--- src/aux_timer_trio_pkg.sv ---
// Purpose: Constants shared by the three auxiliary timers: register map, fields, resets, divides.
// Assumes: 8-bit special-function-register bus, one system clock.
// Notes: Every offset, field position and divide is named once here.
// Contract
// RL1 - Timer two capture pair latches count bytes on capture; holds reload otherwise.
// RL2 - Timer three is a 16-bit up-counter of two addressable byte registers.
// RL3 - Timer three ticks from oscillator/8, system clock, or system clock/12.
// RL4 - Oscillator select bit 0 set picks oscillator/8 and ignores prescale bit.
// RL5 - With oscillator select clear, prescale bit 0 gives /12, 1 gives /1.
// RL6 - Timer three always auto-reloads from its low and high reload registers.
// RL7 - Timer three wrap sets overflow flag bit 7; only software clears it.
// RL8 - Set timer three flag with interrupt enabled raises an interrupt request.
// RL9 - Timer three run bit 2 stops counting at 0, counts at 1.
// RL10 - Timer three control bits 6 to 3 read zero and ignore writes.
// RL11 - Timer three has no pin event counting mode.
// RL12 - Timer three overflow event is exported to other blocks.
// RL13 - Timer four is a 16-bit counter of two addressable byte registers.
// RL14 - Timer four counts pin falling edges, or system clock /1 or /12.
// RL15 - Running with both UART bits clear: capture bit picks capture or reload.
// RL16 - Either UART clock bit set while running makes timer four a baud generator.
// RL17 - Capture mode needs capture select bit 0 and run bit 2 set.
// RL18 - Trigger falling edge in capture mode copies count, sets external flag, interrupts.
// RL19 - Trigger enable bit 3 clear makes timer four ignore the trigger pin.
// RL20 - Timer four wrap sets overflow flag bit 7 and interrupts if enabled.
// RL21 - No timer four overflow flag in baud mode; flags cleared only by software.
// RL22 - Timer four reload mode loads the capture pair into the counter on wrap.
// RL23 - Timer three loads its reload pair in the very cycle of overflow.
// RL24 - Pin edges and oscillator are synchronised before edge detection.
// RL25 - Software writes to a counter byte beat increment or reload that cycle.
`default_nettype none

package aux_timer_trio_pkg;

	localparam logic [7:0] ADDR_T3_CTL = 8'h91;
	localparam logic [7:0] ADDR_T3_RL_LO = 8'h92;
	localparam logic [7:0] ADDR_T3_RL_HI = 8'h93;
	localparam logic [7:0] ADDR_T3_CNT_LO = 8'h94;
	localparam logic [7:0] ADDR_T3_CNT_HI = 8'h95;
	localparam logic [7:0] ADDR_T2_CAP_LO = 8'hCA;
	localparam logic [7:0] ADDR_T2_CAP_HI = 8'hCB;
	localparam logic [7:0] ADDR_T2_CNT_LO = 8'hCC;
	localparam logic [7:0] ADDR_T2_CNT_HI = 8'hCD;
	localparam logic [7:0] ADDR_T4_CTL = 8'hC9;
	localparam logic [7:0] ADDR_T4_CAP_LO = 8'hE4;
	localparam logic [7:0] ADDR_T4_CAP_HI = 8'hE5;
	localparam logic [7:0] ADDR_T4_CNT_LO = 8'hF4;
	localparam logic [7:0] ADDR_T4_CNT_HI = 8'hF5;
	localparam logic [7:0] ADDR_CLK_PRE = 8'h8E;

	// Timer three control fields.
	localparam int T3_OSC_SEL_BIT = 0;
	localparam int T3_PRE_SEL_BIT = 1;
	localparam int T3_RUN_BIT = 2;
	localparam int T3_FLAG_BIT = 7;
	localparam logic [7:0] T3_CTL_MASK = 8'h87;

	// Timer four control fields.
	localparam int T4_CAPREL_BIT = 0;
	localparam int T4_SRC_BIT = 1;
	localparam int T4_RUN_BIT = 2;
	localparam int T4_TRIG_EN_BIT = 3;
	localparam int T4_UART_TX_BIT = 4;
	localparam int T4_UART_RX_BIT = 5;
	localparam int T4_EXT_FLAG_BIT = 6;
	localparam int T4_FLAG_BIT = 7;

	// Clock prescale control fields.
	localparam int CLK_PRE_T2_BIT = 5;
	localparam int CLK_PRE_T4_BIT = 6;
	localparam logic [7:0] CLK_PRE_MASK = 8'h60;

	localparam logic [7:0] RESET_BYTE = 8'h00;
	localparam logic [15:0] COUNT_TOP = 16'hFFFF;

	localparam int SYS_DIV = 12;
	localparam int OSC_DIV = 8;
	localparam logic [3:0] SYS_DIV_LAST = 4'(SYS_DIV - 1);
	localparam logic [2:0] OSC_DIV_LAST = 3'(OSC_DIV - 1);

endpackage

`default_nettype wire

--- src/aux_timer_trio.sv ---
// Purpose: Timer two capture and count bytes, auto-reload timer three, counter/timer four.
// Assumes: Register port is the processor's byte-wide register bus on REF_CLK.
// Notes: Read data follows the address one clock later; pins are synchronised here.
`timescale 1ns/1ps
`default_nettype none

module aux_timer_trio (
	input wire logic REF_CLK, // System clock, 250 MHz.
	input wire logic RST, // Asynchronous reset, active high.
	input wire logic [7:0] SFR_ADDR, // Register address.
	input wire logic SFR_WR, // Write strobe, one cycle.
	input wire logic [7:0] SFR_WDATA, // Write data.
	output logic [7:0] SFR_RDATA, // Read data of the previous cycle's address.
	input wire logic OSC_IN, // External oscillator, asynchronous.
	input wire logic T4_COUNT_PIN, // Timer four count pin, asynchronous.
	input wire logic T4_TRIGGER_PIN, // Timer four trigger pin, asynchronous.
	input wire logic T2_CAPTURE_MODE, // Timer two is in capture mode.
	input wire logic T2_CAPTURE_EVT, // Timer two capture event, one cycle.
	input wire logic T3_IRQ_EN, // Timer three interrupt enable.
	input wire logic T4_IRQ_EN, // Timer four interrupt enable.
	output logic T3_IRQ, // Timer three interrupt request.
	output logic T4_IRQ, // Timer four interrupt request.
	output logic T3_OVF_PULSE, // Timer three overflow, one cycle.
	output logic T4_BAUD_TICK // Timer four baud overflow, one cycle.
);

	typedef enum {T4_OFF, T4_CAPTURE, T4_RELOAD, T4_BAUD} t4_mode_t;

	typedef struct packed {
		logic [7:0] t3_ctl;
		logic [15:0] t3_rl;
		logic [15:0] t3_cnt;
		logic [15:0] t2_cap;
		logic [15:0] t2_cnt;
		logic [7:0] t4_ctl;
		logic [15:0] t4_cap;
		logic [15:0] t4_cnt;
		logic [7:0] clk_pre;
		logic [3:0] pre12;
		logic [2:0] osc_div;
		logic half;
		logic [2:0] osc_sh;
		logic osc_lvl;
		logic [2:0] cnt_sh;
		logic cnt_lvl;
		logic [2:0] trg_sh;
		logic trg_lvl;
		logic [7:0] rdata;
		logic t3_ovf;
		logic t4_baud;
		logic t3_irq;
		logic t4_irq;
	} state_t;

	state_t s_r;
	state_t s_nxt;

	// A level is accepted only once the second and third stages agree.
	function automatic logic settle(input logic [2:0] sh, input logic lvl);
		settle = (sh[1] == sh[2]) ? sh[2] : lvl;
	endfunction

	function automatic logic fell(input logic old_lvl, input logic new_lvl);
		fell = old_lvl & ~new_lvl;
	endfunction

	// Byte write into one half of a 16-bit register.
	function automatic logic [15:0] put_byte(input logic [15:0] cur, input logic hi,
		input logic [7:0] b);
		put_byte = hi ? {b, cur[7:0]} : {cur[15:8], b};
	endfunction

	logic wr_t3_ctl, wr_t3_cnt_lo, wr_t3_cnt_hi, wr_t4_ctl, wr_t4_cnt_lo, wr_t4_cnt_hi;
	logic wr_t2_cap_lo, wr_t2_cap_hi, wr_t4_cap_lo, wr_t4_cap_hi;
	logic pre_tick, osc_tick, t3_tick, t3_wrap, t4_tick, t4_wrap, t4_trig, cnt_fall;
	t4_mode_t t4_mode;

	assign wr_t3_ctl = SFR_WR && SFR_ADDR == aux_timer_trio_pkg::ADDR_T3_CTL;
	assign wr_t3_cnt_lo = SFR_WR && SFR_ADDR == aux_timer_trio_pkg::ADDR_T3_CNT_LO;
	assign wr_t3_cnt_hi = SFR_WR && SFR_ADDR == aux_timer_trio_pkg::ADDR_T3_CNT_HI;
	assign wr_t4_ctl = SFR_WR && SFR_ADDR == aux_timer_trio_pkg::ADDR_T4_CTL;
	assign wr_t4_cnt_lo = SFR_WR && SFR_ADDR == aux_timer_trio_pkg::ADDR_T4_CNT_LO;
	assign wr_t4_cnt_hi = SFR_WR && SFR_ADDR == aux_timer_trio_pkg::ADDR_T4_CNT_HI;
	assign wr_t2_cap_lo = SFR_WR && SFR_ADDR == aux_timer_trio_pkg::ADDR_T2_CAP_LO;
	assign wr_t2_cap_hi = SFR_WR && SFR_ADDR == aux_timer_trio_pkg::ADDR_T2_CAP_HI;
	assign wr_t4_cap_lo = SFR_WR && SFR_ADDR == aux_timer_trio_pkg::ADDR_T4_CAP_LO;
	assign wr_t4_cap_hi = SFR_WR && SFR_ADDR == aux_timer_trio_pkg::ADDR_T4_CAP_HI;

	assign pre_tick = s_r.pre12 == aux_timer_trio_pkg::SYS_DIV_LAST;
	// The oscillator must run below a quarter of REF_CLK for every edge to be seen.
	assign osc_tick = (s_r.osc_div == aux_timer_trio_pkg::OSC_DIV_LAST)
		&& !s_r.osc_lvl && settle(s_r.osc_sh, s_r.osc_lvl); // see RL24
	assign cnt_fall = fell(s_r.cnt_lvl, settle(s_r.cnt_sh, s_r.cnt_lvl)); // see RL24

	// Timer three source: oscillator/8 overrides the prescale choice.
	assign t3_tick = s_r.t3_ctl[aux_timer_trio_pkg::T3_RUN_BIT] && // see RL9
		(s_r.t3_ctl[aux_timer_trio_pkg::T3_OSC_SEL_BIT] ? osc_tick : // see RL3 see RL4 see RL11
		(s_r.t3_ctl[aux_timer_trio_pkg::T3_PRE_SEL_BIT] ? 1'b1 : pre_tick)); // see RL5
	assign t3_wrap = t3_tick && s_r.t3_cnt == aux_timer_trio_pkg::COUNT_TOP
		&& !wr_t3_cnt_lo && !wr_t3_cnt_hi;

	always_comb begin
		if (!s_r.t4_ctl[aux_timer_trio_pkg::T4_RUN_BIT]) begin
			t4_mode = T4_OFF;
		end else if (s_r.t4_ctl[aux_timer_trio_pkg::T4_UART_RX_BIT]
			|| s_r.t4_ctl[aux_timer_trio_pkg::T4_UART_TX_BIT]) begin
			t4_mode = T4_BAUD; // see RL16
		end else if (s_r.t4_ctl[aux_timer_trio_pkg::T4_CAPREL_BIT]) begin
			t4_mode = T4_CAPTURE; // see RL15 see RL17
		end else begin
			t4_mode = T4_RELOAD; // see RL15
		end
	end

	// Baud mode on the system clock runs from REF_CLK/2.
	assign t4_tick = (t4_mode != T4_OFF) && (s_r.t4_ctl[aux_timer_trio_pkg::T4_SRC_BIT] ? cnt_fall :
		(t4_mode == T4_BAUD ? s_r.half :
		(s_r.clk_pre[aux_timer_trio_pkg::CLK_PRE_T4_BIT] ? 1'b1 : pre_tick))); // see RL14
	assign t4_wrap = t4_tick && s_r.t4_cnt == aux_timer_trio_pkg::COUNT_TOP
		&& !wr_t4_cnt_lo && !wr_t4_cnt_hi;
	assign t4_trig = (t4_mode != T4_OFF) && s_r.t4_ctl[aux_timer_trio_pkg::T4_TRIG_EN_BIT] // see RL19
		&& fell(s_r.trg_lvl, settle(s_r.trg_sh, s_r.trg_lvl));

	always_comb begin
		logic t3_set, t4_set, ext_set;
		t3_set = 1'b0;
		t4_set = 1'b0;
		ext_set = 1'b0;
		s_nxt = s_r;
		s_nxt.t3_ovf = 1'b0;
		s_nxt.t4_baud = 1'b0;

		s_nxt.osc_sh = {s_r.osc_sh[1:0], OSC_IN}; // see RL24
		s_nxt.cnt_sh = {s_r.cnt_sh[1:0], T4_COUNT_PIN};
		s_nxt.trg_sh = {s_r.trg_sh[1:0], T4_TRIGGER_PIN};
		s_nxt.osc_lvl = settle(s_r.osc_sh, s_r.osc_lvl);
		s_nxt.cnt_lvl = settle(s_r.cnt_sh, s_r.cnt_lvl);
		s_nxt.trg_lvl = settle(s_r.trg_sh, s_r.trg_lvl);
		s_nxt.pre12 = pre_tick ? 4'h0 : s_r.pre12 + 4'h1;
		s_nxt.half = ~s_r.half;
		if (!s_r.osc_lvl && s_nxt.osc_lvl) begin
			s_nxt.osc_div = s_r.osc_div + 3'h1;
		end

		// Timer three counter: a byte write wins over the tick in the same cycle.
		if (wr_t3_cnt_lo || wr_t3_cnt_hi) begin
			s_nxt.t3_cnt = put_byte(s_r.t3_cnt, wr_t3_cnt_hi, SFR_WDATA); // see RL25 see RL2
		end else if (t3_wrap) begin
			s_nxt.t3_cnt = s_r.t3_rl; // see RL6 see RL23
			t3_set = 1'b1; // see RL7
			s_nxt.t3_ovf = 1'b1; // see RL12
		end else if (t3_tick) begin
			s_nxt.t3_cnt = s_r.t3_cnt + 16'h0001; // see RL2
		end

		// Timer four counter: write, then trigger, then tick.
		if (wr_t4_cnt_lo || wr_t4_cnt_hi) begin
			s_nxt.t4_cnt = put_byte(s_r.t4_cnt, wr_t4_cnt_hi, SFR_WDATA); // see RL25 see RL13
		end else if (t4_trig && t4_mode == T4_RELOAD) begin
			s_nxt.t4_cnt = s_r.t4_cap;
		end else if (t4_wrap) begin
			s_nxt.t4_cnt = (t4_mode == T4_CAPTURE) ? 16'h0000 : s_r.t4_cap; // see RL22
			t4_set = (t4_mode != T4_BAUD); // see RL20 see RL21
			s_nxt.t4_baud = (t4_mode == T4_BAUD); // see RL16
		end else if (t4_tick) begin
			s_nxt.t4_cnt = s_r.t4_cnt + 16'h0001; // see RL13 see RL14
		end
		ext_set = t4_trig;
		if (wr_t4_cap_lo || wr_t4_cap_hi) begin
			s_nxt.t4_cap = put_byte(s_r.t4_cap, wr_t4_cap_hi, SFR_WDATA);
		end else if (t4_trig && t4_mode == T4_CAPTURE) begin
			s_nxt.t4_cap = s_r.t4_cnt; // see RL18
		end

		// Timer two: software bytes, plus capture when the mode logic asks for it.
		if (wr_t2_cap_lo || wr_t2_cap_hi) begin
			s_nxt.t2_cap = put_byte(s_r.t2_cap, wr_t2_cap_hi, SFR_WDATA);
		end else if (T2_CAPTURE_MODE && T2_CAPTURE_EVT) begin
			s_nxt.t2_cap = s_r.t2_cnt; // see RL1
		end

		if (SFR_WR) begin
			case (SFR_ADDR)
				aux_timer_trio_pkg::ADDR_T3_CTL: begin
					s_nxt.t3_ctl = SFR_WDATA & aux_timer_trio_pkg::T3_CTL_MASK; // see RL10
				end
				aux_timer_trio_pkg::ADDR_T3_RL_LO: begin
					s_nxt.t3_rl = put_byte(s_r.t3_rl, 1'b0, SFR_WDATA);
				end
				aux_timer_trio_pkg::ADDR_T3_RL_HI: begin
					s_nxt.t3_rl = put_byte(s_r.t3_rl, 1'b1, SFR_WDATA);
				end
				aux_timer_trio_pkg::ADDR_T2_CNT_LO: begin
					s_nxt.t2_cnt = put_byte(s_r.t2_cnt, 1'b0, SFR_WDATA);
				end
				aux_timer_trio_pkg::ADDR_T2_CNT_HI: begin
					s_nxt.t2_cnt = put_byte(s_r.t2_cnt, 1'b1, SFR_WDATA);
				end
				aux_timer_trio_pkg::ADDR_T4_CTL: begin
					s_nxt.t4_ctl = SFR_WDATA;
				end
				aux_timer_trio_pkg::ADDR_CLK_PRE: begin
					s_nxt.clk_pre = SFR_WDATA & aux_timer_trio_pkg::CLK_PRE_MASK;
				end
				default: begin
				end
			endcase
		end
		// A hardware set in the cycle of a software clear still lands.
		s_nxt.t3_ctl[aux_timer_trio_pkg::T3_FLAG_BIT] =
			s_nxt.t3_ctl[aux_timer_trio_pkg::T3_FLAG_BIT] | t3_set; // see RL7
		s_nxt.t4_ctl[aux_timer_trio_pkg::T4_FLAG_BIT] =
			s_nxt.t4_ctl[aux_timer_trio_pkg::T4_FLAG_BIT] | t4_set; // see RL21
		s_nxt.t4_ctl[aux_timer_trio_pkg::T4_EXT_FLAG_BIT] =
			s_nxt.t4_ctl[aux_timer_trio_pkg::T4_EXT_FLAG_BIT] | ext_set; // see RL18

		s_nxt.t3_irq = T3_IRQ_EN && s_r.t3_ctl[aux_timer_trio_pkg::T3_FLAG_BIT]; // see RL8
		s_nxt.t4_irq = T4_IRQ_EN && (s_r.t4_ctl[aux_timer_trio_pkg::T4_FLAG_BIT]
			|| s_r.t4_ctl[aux_timer_trio_pkg::T4_EXT_FLAG_BIT]); // see RL18 see RL20

		case (SFR_ADDR)
			aux_timer_trio_pkg::ADDR_T3_CTL: s_nxt.rdata = s_r.t3_ctl; // see RL10
			aux_timer_trio_pkg::ADDR_T3_RL_LO: s_nxt.rdata = s_r.t3_rl[7:0];
			aux_timer_trio_pkg::ADDR_T3_RL_HI: s_nxt.rdata = s_r.t3_rl[15:8];
			aux_timer_trio_pkg::ADDR_T3_CNT_LO: s_nxt.rdata = s_r.t3_cnt[7:0];
			aux_timer_trio_pkg::ADDR_T3_CNT_HI: s_nxt.rdata = s_r.t3_cnt[15:8];
			aux_timer_trio_pkg::ADDR_T2_CAP_LO: s_nxt.rdata = s_r.t2_cap[7:0];
			aux_timer_trio_pkg::ADDR_T2_CAP_HI: s_nxt.rdata = s_r.t2_cap[15:8];
			aux_timer_trio_pkg::ADDR_T2_CNT_LO: s_nxt.rdata = s_r.t2_cnt[7:0];
			aux_timer_trio_pkg::ADDR_T2_CNT_HI: s_nxt.rdata = s_r.t2_cnt[15:8];
			aux_timer_trio_pkg::ADDR_T4_CTL: s_nxt.rdata = s_r.t4_ctl;
			aux_timer_trio_pkg::ADDR_T4_CAP_LO: s_nxt.rdata = s_r.t4_cap[7:0];
			aux_timer_trio_pkg::ADDR_T4_CAP_HI: s_nxt.rdata = s_r.t4_cap[15:8];
			aux_timer_trio_pkg::ADDR_T4_CNT_LO: s_nxt.rdata = s_r.t4_cnt[7:0];
			aux_timer_trio_pkg::ADDR_T4_CNT_HI: s_nxt.rdata = s_r.t4_cnt[15:8];
			aux_timer_trio_pkg::ADDR_CLK_PRE: s_nxt.rdata = s_r.clk_pre;
			default: s_nxt.rdata = aux_timer_trio_pkg::RESET_BYTE;
		endcase
	end

	always_ff @(posedge REF_CLK or posedge RST) begin
		if (RST) begin
			s_r <= '0;
		end else begin
			s_r <= s_nxt;
		end
	end

	assign SFR_RDATA = s_r.rdata;
	assign T3_IRQ = s_r.t3_irq;
	assign T4_IRQ = s_r.t4_irq;
	assign T3_OVF_PULSE = s_r.t3_ovf;
	assign T4_BAUD_TICK = s_r.t4_baud;
endmodule // aux_timer_trio

`default_nettype wire

--- config.mk ---
export PLATFORM = sky130hd
export DESIGN_NAME = aux_timer_trio
export DESIGN_NICKNAME = d
export VERILOG_FILES = /design/src/aux_timer_trio_pkg.sv /design/src/aux_timer_trio.sv
export SDC_FILE = /design/constraint.sdc
export NUM_CORES = 1
export LEC_CHECK = 0
export BUFFER_PORTS_ARGS = -buffer_cell sky130_fd_sc_hd__buf_2
export CAP_MARGIN = 40
export CORE_MARGIN = 8
export CORE_UTILIZATION = 50
export DETAILED_ROUTE_END_ITERATION = 6
export PLACE_DENSITY = 0.67
export SLEW_MARGIN = 25
export SYNTH_ARGS = -nofsm -noshare
export SYNTH_HDL_FRONTEND = slang
export SYNTH_SLANG_ARGS = --single-unit
--- constraint.sdc ---
create_clock -name REF_CLK -period 5.2 [get_ports REF_CLK]
set_input_delay 0.78 -clock REF_CLK [delete_from_list [all_inputs] [get_ports REF_CLK]]
set_output_delay 0.78 -clock REF_CLK [all_outputs]
set_load 0.02 [all_outputs]
# ---- After elaboration in Yosys (flattened, before gate mapping)
# Cells that the tools add are included.
dict set report op_classes {
  n_addsub 4
  n_eq_ne 34
  n_mux 43
  bitwise_logic 12
  n_reduce_logical 57
}
# cell count
set ops {}
lappend ops {{$mux 16} 16}
lappend ops {{$eq 8x8->1 const B} 15}
lappend ops {{$pmux 8 s15} 1}
lappend ops {{$eq 32x3->1 const B} 2}
lappend ops {{$pmux 16 s2} 2}
lappend ops {{$add 16x1->16 const B} 2}
lappend ops {{$eq 16x16->1 const B} 2}
lappend ops {{$eq 32x2->1 const B} 1}
lappend ops {{$mux 32} 1}
lappend ops {{$ne 32x3->1 const B} 1}
lappend ops {{$reduce_bool 32->1} 1}
lappend ops {{$logic_and 1x1->1} 26}
lappend ops {{$mux 24} 1}
lappend ops {{$mux 8} 3}
lappend ops {{$reduce_and 2->1} 11}
lappend ops {{$mux 1} 16}
lappend ops {{$ne 2x2->1 const B} 8}
lappend ops {{$reduce_and 3->1} 4}
lappend ops {{$not 1->1} 7}
lappend ops {{$logic_or 1x1->1} 6}
lappend ops {{$logic_not 1->1} 5}
lappend ops {{$add 4x1->4 const B} 1}
lappend ops {{$eq 4x4->1 const B} 1}
lappend ops {{$mux 2} 2}
lappend ops {{other kinds (9)} 15}
dict set report totals {
  reg_bits 142
  input_bits 26
  out_inout_bits 12
  wordCells 181
}

# ---- Depth between registers and ports, before layout
# Gate-level depths: netlist (run 1).
dict set report logic_depth {
  word_depth 14
  mapped_depth 10
  ltp_nobuf 8
}

# ---- Worst setup path before layout (run 1)
# No wires, ideal clock.
dict set report synth_timing {
  kind {input-to-reg}
  from {in SFR_ADDR[4]}
  to {reg s_r[49] (netlist bit)}
  setup_ns 0.148
  arrival_time_ns 2.278
  required_time_ns 5.052
  path_slack_ns 2.774
  path_stages 10
  path_cell_list {buf_2 -> and4_1 -> buf_2 -> nand3_2 -> nor2b_4 -> buf_6 -> a31o_1 -> buf_6 -> a221oi_2 -> o22ai_1}
}
dict set report synth_via {
  elab_chain_len 8
}
# item line
set synth_rtl {}
lappend synth_rtl {{from (decl)} aux_timer_trio.sv:10} ;# input wire logic [7:0] SFR_ADDR,
lappend synth_rtl {{$eq 8x8->1} aux_timer_trio.sv:82} ;# assign wr_t4_cnt_lo = SFR_WR && SFR_ADDR == aux_timer_trio_pkg::ADDR_T4_CNT_LO;
lappend synth_rtl {{$logic_and 1x1->1} aux_timer_trio.sv:82}
lappend synth_rtl {{$logic_not 1->1} aux_timer_trio.sv:120} ;# && !wr_t4_cnt_lo && !wr_t4_cnt_hi;
lappend synth_rtl {{$logic_and 1x1->1 (2 in series)} aux_timer_trio.sv:120}
lappend synth_rtl {{$mux 16} aux_timer_trio.sv:161} ;# end else if (t4_wrap) begin
lappend synth_rtl {{$mux 16} aux_timer_trio.sv:159} ;# end else if (t4_trig && t4_mode == T4_RELOAD) begin
lappend synth_rtl {{$mux 16} aux_timer_trio.sv:157} ;# if (wr_t4_cnt_lo || wr_t4_cnt_hi) begin
lappend synth_rtl {{to (signal assigned)} aux_timer_trio.sv:245} ;# s_r <= s_nxt;
lappend synth_rtl {{to (decl)} aux_timer_trio.sv:55} ;# state_t s_r;
# Parallel ways exist; a longest one is shown, timed or not.
# A chain may end at the register's enable or synchronous reset.

# ---- Final worst setup path (run 1)
dict set report layout_timing {
  from {reg s_r[112] (netlist bit)}
  to {reg s_r[127] (netlist bit)}
}
dict set report layout_via {
  elab_chain_len 6
}
# item
set layout_rtl {}
lappend layout_rtl {{branches (longest 6 deep; another with $add 16x1->16)}}
# Several ways; the timed one is not identified. The select of a mux whose other input is x is not followed.

==> results of run 1 <==
## cells by family after synthesis
| group | Yosys count | synth area share |
|---|---|---|
| AOI/OAI and AO/OA | 243 | 0.217 |
| and+or+nand+nor | 242 | 0.162 |
| DFF | 142 | 0.451 |
| buffers and inverters | 86 | 0.0506 |
| muxes | 68 | 0.0954 |
| xor gates and xnor gates | 11 | 0.0122 |
| adders and majority gates | 8 | 0.0117 |
## state kept, by name (all words and copies together) (netlist names)
signal	cells
T4_BAUD_TICK	1
s_r	124
T3_OVF_PULSE	1
T4_IRQ	1
s_nxt	6
T3_IRQ	1
SFR_RDATA	8
## metrics by stage
stage                     instances  hold WS (ns)  power [uW]
after floorplan                 800         0.331        1400
after global placement          993         0.334        1480
after detailed placement        995         0.337        1490
after CTS                      1025         0.341        2650
after global routing           1025         0.356        2730
final                          1025         0.338        2620
## cell usage after synthesis (5+ instances only)
cell	count	share of area
mux2i_1	11	0.014
and3_1	15	0.012
buf_4	10	0.0095
mux2_1	8	0.011
and4_1	5	0.0056
nor2b_1	5	0.0040
dfrtp_1	142	0.45
mux2_2	49	0.070
a21oi_1	41	0.026
o21ai_0	47	0.030
a222oi_1	7	0.0089
a221oi_2	8	0.015
ha_1	5	0.0079
o22ai_1	6	0.0048
nor3_1	9	0.0057
nand3_1	25	0.016
nand4_1	15	0.012
o211ai_1	12	0.011
clkbuf_1	29	0.014
a22oi_1	46	0.044
a22o_1	18	0.020
a211oi_1	5	0.0048
xnor2_1	9	0.010
nor4_1	8	0.0064
o21ai_1	21	0.013
inv_1	22	0.010
nor2_1	40	0.019
a221o_1	6	0.0076
buf_2	19	0.012
nand2_1	84	0.040
and2_1	6	0.0048
## power by group
| part | switching [uW] | internal, uW |
|---|---|---|
| Combinational | 138 | 90.7 |
| Sequential | 79.7 | 1170 |
| Clock | 479 | 668 |
## per-layer routing
metal  global-route usage  part of all wire
met2                0.372              0.45
met3               0.0437             0.082
met1                0.335              0.42
met4                0.111             0.039
met5                    0           0.00034
## critical path, delay by kind of cell (launching register included)
family / cells / cell delay, ns
AO/OA/AOI/OAI: 2 / 0.38
adder cells (fa/ha/maj): 1 / 0.27
flip-flops: 1 / 0.50
AND/OR/NAND/NOR: 4 / 1.80
## cell type report
| cell class | instances | area (um^2) | area share |
|---|---|---|---|
| multi-input cells | 572 | 3930 | 0.454 |
| repair buffers | 43 | 254 | 0.0294 |
| inverters | 22 | 87.6 | 0.0101 |
| well taps | 216 | 270 | 0.0312 |
| flip-flops and latches | 142 | 3550 | 0.411 |
| clock buffers | 18 | 439 | 0.0508 |
| clock inverters | 12 | 116 | 0.0135 |
## how the worst max path moves through the flow
stage | depth (start not counted) | to | slack, ns | startpoint
2_1_floorplan | 1 | SFR_RDATA[0]$_DFF_PP0_ | 0.61 | RST
3_3_place_gp | 7 | s_r[108]$_DFFE_PP0P_ | 1.94 | SFR_ADDR[4]
3_5_place_dp | 7 | s_r[126]$_DFFE_PP0P_ | 1.91 | SFR_ADDR[0]
4_1_cts | 7 | s_r[127]$_DFFE_PP0P_ | 2.19 | s_r[112]$_DFFE_PP0P_
5_1_grt | 7 | s_r[127]$_DFFE_PP0P_ | 1.89 | s_r[112]$_DFFE_PP0P_
6_report | 7 | s_r[127]$_DFFE_PP0P_ | 2.12 | s_r[112]$_DFFE_PP0P_
==> flow_summary_export.csv, run 1 <==
group,metric,value,unit
run_status,status,"complete, but fails checks",
run_status,violations,"design-rule violations",
timing,clock_skew,0.0106,ns
place,pre_cts_slack,1.91,ns
worst_setup_path,r2r_slack,2.12,ns
detailed_routing,wl_per_cell,23.2,um
timing,worstMarginPinSlew,0.822,ns
die,die-area,0.0200,mm^2
job,drv_cap,0,
timing,fin_crit_sh,0.592,
detailed_routing,drt-pass1-iter-count,7,
logic_synthesis,yosysSeqAreaShare,0.451,
worst_setup_path,crit_arrival,3.39,ns
timing,hold_viol_final,0,
clock_tree,ctsHoldBuffers,0,
min_path,worstHoldPathType,"primary input to asynchronous set/reset pin",
detailed_routing,drtIter0Drc,736,
global_route,grt_pass1_wl,37600,um
clock_tree,cts_setup_buffers,0,
global_route,grt_pass1_vias,6513,
finish,final_nets,829,
finish,final_cell_mix,"142 x dfrtp_1, 84 x nand2_1, 49 x mux2_2",
logic_synthesis,netlist_area,0.00788,mm^2
clock_tree,root_buffer,"clkbuf_16",
place,io_buffers,37,
clock_tree,cts_buffers,17,
die,core-area,0.0157,mm^2
clock_tree,clk_pin_slew,0.06,ns
die,rows,46,
timing,max_freq,325,MHz
worst_setup_path,cp_max_fo,17,
timing,maxSlewViolCount,0,
worst_setup_path,cp-end-kind,"flop",
clock_tree,clock_sinks,142,
logic_synthesis,syn_area_per_cell,9.85,um^2
place,hpwl,16400,um
global_route,grt_max_degree,58,
logic_synthesis,synthArstFlopShare,1.00,
finish,fin_area,0.00865,mm^2
timing,rsz0062_at_grt,"no",
logic_synthesis,synth_edf_count,0,
logic_synthesis,synthCells,800,
global_route,overflow,0,
finish,fin_util,0.553,
die,ios,38,
timing,slew_headroom,0.449,
global_route,grt_usage,0.245,
worst_setup_path,max_stage_delay,0.67,ns
clock_tree,worstSkewPairLatency,0.43,ns
logic_synthesis,ys.flop_type,"dfrtp_1",
detailed_routing,drt-total-wl,23800,um
worst_setup_path,worst-r2r-cell-count,7,
die,dieWidth,142,um
clock_tree,cts-resized-gates,0,
timing,finalCriticalPeriod,3.08,ns
worst_setup_path,crit_chain,"ha_1, and4_1, nor3b_2, nand4_1, nor2_1, a211oi_1, a221o_1",
worst_setup_path,required,5.51,ns
logic_synthesis,ys_ff_latch,142,
timing,setup_violations,0,
detailed_routing,ant_nets,0,
clock_tree,cts_tree,"yes",
finish,areaGrowthSynthToFinish,9.75,%
detailed_routing,drc,6,
finish,drive_gt1_frac,0.182,
detailed_routing,vias,6812,
logic_synthesis,yosys_warnings,0,
clock_tree,cts_buffer_depth,2,
worst_setup_path,cp_slowest_cell,"nand4_1",
logic_synthesis,yosysUniqueCellTypes,70,
power,ir_drop,0.291,mV
worst_setup_path,start_kind,"flop",
power,pwr_density_cell,303,mW/mm^2
global_route,antenna_found_initial,1,
place,place_area,0.00809,mm^2
worst_setup_path,rr_startpoint,"s_r[112]$_DFFE_PP0P_",
finish,layout_commonest_cell,"dfrtp_1",
detailed_routing,avgViaCountPerCell,6.65,
worst_setup_path,rr_endpoint,"s_r[127]$_DFFE_PP0P_",
finish,fillers,1388,
die,initial_core_util,0.503,
finish,diodes,0,
worst_setup_path,crit_type,"flop to flop",
power,power.leakage,0.00373,uW
clock_tree,htreeDepth,4,
timing,setup_tns,0,ns
die,die-height,142,um
place,gp_congestion,0.956,
logic_synthesis,syn_nets,831,
timing,fin_ws,2.12,ns
No activity file was read; power rests on OpenSTA's default activity.
==> run 2, diff against run 1 <==
Settings changed: ABC_AREA set to 1, PLACE_DENSITY 0.67 to 0.7.
Clock period 5.2 ns to 2.6 ns, I/O delays scaled along.
==> run 2 against run 1 <==
  * The run now ends clean
  * Wire length up 5.3%
  * Flip-flop and latch count unchanged
  * Worst hold slack worse by 0.27 ns
  * Maximum frequency up 31%
  * Die area down 0.18%
  * Cell count up 21%
  * Critical endpoint unchanged
==> flow_summary_export.csv, run 2 <==
group,metric,value,unit
logic_synthesis,ys.flop_type,"dfrtp_1",
finish,areaGrowthSynthToFinish,12.7,%
die,rows,46,
logic_synthesis,synth_edf_count,0,
power,ir_drop,0.469,mV
die,die-area,0.0200,mm^2
clock_tree,cts_buffer_depth,2,
detailed_routing,drc,0,
timing,max_freq,426,MHz
logic_synthesis,synthTopCellsByCount,"170 x nand2_1, 142 x dfrtp_1, 122 x inv_1",
worst_setup_path,rr_startpoint,"s_r[28]$_DFF_PP0_",
run_status,status,"complete, no violations",
timing,fin_ws,0.254,ns
clock_tree,ctsHoldBuffers,0,
worst_setup_path,start_kind,"flop",
logic_synthesis,ys_ff_latch,142,
finish,layout_commonest_cell,"nand2_1",
detailed_routing,drt-total-wl,25000,um
timing,worstMarginPinSlew,0.761,ns
global_route,overflow,0,
clock_tree,worstSkewPairLatency,0.42,ns
finish,final_cell_mix,"170 x nand2_1, 142 x dfrtp_1, 121 x inv_1",
power,p_switching,2280,uW
logic_synthesis,syn_area_per_cell,8.11,um^2
finish,seqCellArea,0.00355,mm^2
place,pre_cts_slack,0.176,ns
min_path,worstHoldPathType,"primary input to flop",
job,drv_cap,0,
finish,drive_gt1_frac,0.135,
logic_synthesis,netlist_area,0.00787,mm^2
worst_setup_path,rr_endpoint,"s_r[127]$_DFFE_PP0P_",
power,combPwrFrac,0.236,
logic_synthesis,syn_nets,1001,
worst_setup_path,worstSetupEndpoint,"s_r[127]$_DFFE_PP0P_",
clock_tree,cts-resized-gates,0,
logic_synthesis,synth.most_common_cell,"nand2_1",
logic_synthesis,synth.area.top_cells,"dfrtp_1 45%, nand2_1 8.1%, inv_1 5.8%",
logic_synthesis,synth_top_cell_by_area,"dfrtp_1",
detailed_routing,drtIter0Drc,1062,
detailed_routing,ant_nets,0,
global_route,grt_max_degree,143,
global_route,grt_usage,0.255,
timing,fin_crit_sh,0.902,
worst_setup_path,worst-r2r-cell-count,10,
worst_setup_path,r2r_slack,0.25,ns
die,die-height,141,um
timing,rsz0062_at_grt,"no",
finish,multi_input_area,0.00360,mm^2
timing,setup_violations,0,
die,ios,38,
die,core-area,0.0157,mm^2
clock_tree,clock_sinks,142,
place,gp_congestion,0.985,
clock_tree,clk_pin_slew,0.06,ns
detailed_routing,vias,7403,
timing,clock_skew,0.00813,ns
timing,maxSlewViolCount,0,
worst_setup_path,cp-end-kind,"flop",
logic_synthesis,synthCells,970,
power,power.leakage,0.00430,uW
detailed_routing,drt-pass1-iter-count,6,
worst_setup_path,required,2.95,ns
power,internal_power,4550,uW
logic_synthesis,yosysUniqueCellTypes,51,
power,total_power,6830,uW
global_route,grt_pass1_wl,39000,um
logic_synthesis,synth_top_area_frac,0.452,
power,p_seq_frac,0.407,
clock_tree,cts_buffers,17,
power,clkPwrFrac,0.357,
worst_setup_path,crit_arrival,2.69,ns
place,hpwl,18000,um
clock_tree,cts_tree,"yes",
timing,finalCriticalPeriod,2.35,ns
logic_synthesis,yosys_warnings,0,
clock_tree,root_buffer,"clkbuf_16",
power,switching_share,0.334,
global_route,grt_pass1_vias,6960,
finish,diodes,0,
worst_setup_path,critPathLaunch,"s_r[28]$_DFF_PP0_",
worst_setup_path,cp_max_fo,15,
place,io_buffers,37,
power,pwr_density_cell,770,mW/mm^2
min_path,hp-start,"T4_COUNT_PIN",
die,initial_core_util,0.502,
finish,fillers,1466,
timing,slew_headroom,0.493,
timing,hold_viol_final,0,
clock_tree,htreeDepth,4,
detailed_routing,wl_per_cell,20.2,um
global_route,antenna_found_initial,1,
detailed_routing,avgViaCountPerCell,5.97,
clock_tree,cts_setup_buffers,0,
worst_setup_path,crit_type,"flop to flop",
timing,setup_tns,0,ns
die,dieWidth,141,um
finish,largest_reg_flops,124,
finish,top_register,"s_r",
logic_synthesis,yosysSeqAreaShare,0.452,
finish,final_nets,1045,
logic_synthesis,synthArstFlopShare,1.00,
[run 2: cell count changes in the layout (fill, tap and decap cells not counted), moves of 13 or more]
cell,before,now
inv_1,21,121
nand2_1,84,170
nor2_1,40,94
mux2_2,49,2
a22oi_1,46,7
nand3_1,25,63
o221ai_1,1,30
o22ai_1,6,29
o21ai_0,47,69
o21ai_1,21,0
xor2_1,2,21
a22o_1,18,0
and3_1,15,0
nand4_1,15,28
[run 2: layout make-up]
cell class,count,area share
multi-input combinational,660,0.407
sequential,142,0.401
inverter,141,0.0621
clock buffer,18,0.0484
timing repair buffer,52,0.0350
tap,216,0.0305
clock inverter,11,0.0165
[run 2: logic make-up after synthesis]
| kind of cell | after synthesis | synth area share |
|---|---|---|
| AOI/OAI and AO/OA | 210 | 0.171 |
| xor gates and xnor gates | 22 | 0.0245 |
| adders and majority gates | 6 | 0.00923 |
| buffers and inverters | 168 | 0.0900 |
| DFF | 142 | 0.452 |
| muxes | 2 | 0.00286 |
| and+or+nand+nor | 420 | 0.250 |
[run 2: worst min-delay path by stage]
stage / end / slack [ns] / cells after the start
2_1_floorplan: s_nxt[15]$_DFF_PP0_ / 0.33 / 0
3_3_place_gp: s_nxt[23]$_DFF_PP0_ / 0.33 / 0
3_5_place_dp: s_nxt[23]$_DFF_PP0_ / 0.33 / 0
4_1_cts: s_nxt[22]$_DFF_PP0_ / 0.06 / 1
5_1_grt: s_nxt[22]$_DFF_PP0_ / 0.06 / 1
6_report: s_nxt[18]$_DFF_PP0_ / 0.07 / 1
[run 2: routing by layer]
layer,routed length [um],track usage,share of wire,up-vias
met1,10500,0.345,0.42,3478
met3,2600,0.0615,0.10,91
met4,1040,0.123,0.042,2
met5,11,0,0.00044,-
li1,-,-,-,3371
met2,10900,0.377,0.43,461
[run 2: worst max-delay path, cell delays in order, from the launching register on]
cell and delay [ns]:
dfrtp_1 0.36, ha_1 0.19, nand3_1 0.20, nand2_1 0.16, nand2_1 0.06, nor2_1 0.28
inv_1 0.13, nor2_4 0.31, nand4_1 0.23, and2_1 0.21, o21bai_1 0.12
[run 2: power by group through the flow]
stage | clock (uW) | sequential [uW] | combinational, uW
after floorplan | 0 | 2720 | 1120
after global placement | 0 | 2800 | 1550
after detailed placement | 0 | 2800 | 1560
after CTS | 2450 | 2770 | 1570
after global routing | 2540 | 2800 | 1770
final | 2440 | 2780 | 1610
[run 2: per-stage QoR]
step	hold slack [ns]	util	cell area [um^2]	cells
2_1_floorplan	0.331	-	7870	970
3_3_place_gp	0.335	0.529	8290	1211
3_5_place_dp	0.335	0.529	8290	1211
4_1_cts	0.0608	0.566	8860	1240
5_1_grt	0.0565	0.566	8860	1240
6_report	0.0687	0.566	8860	1240
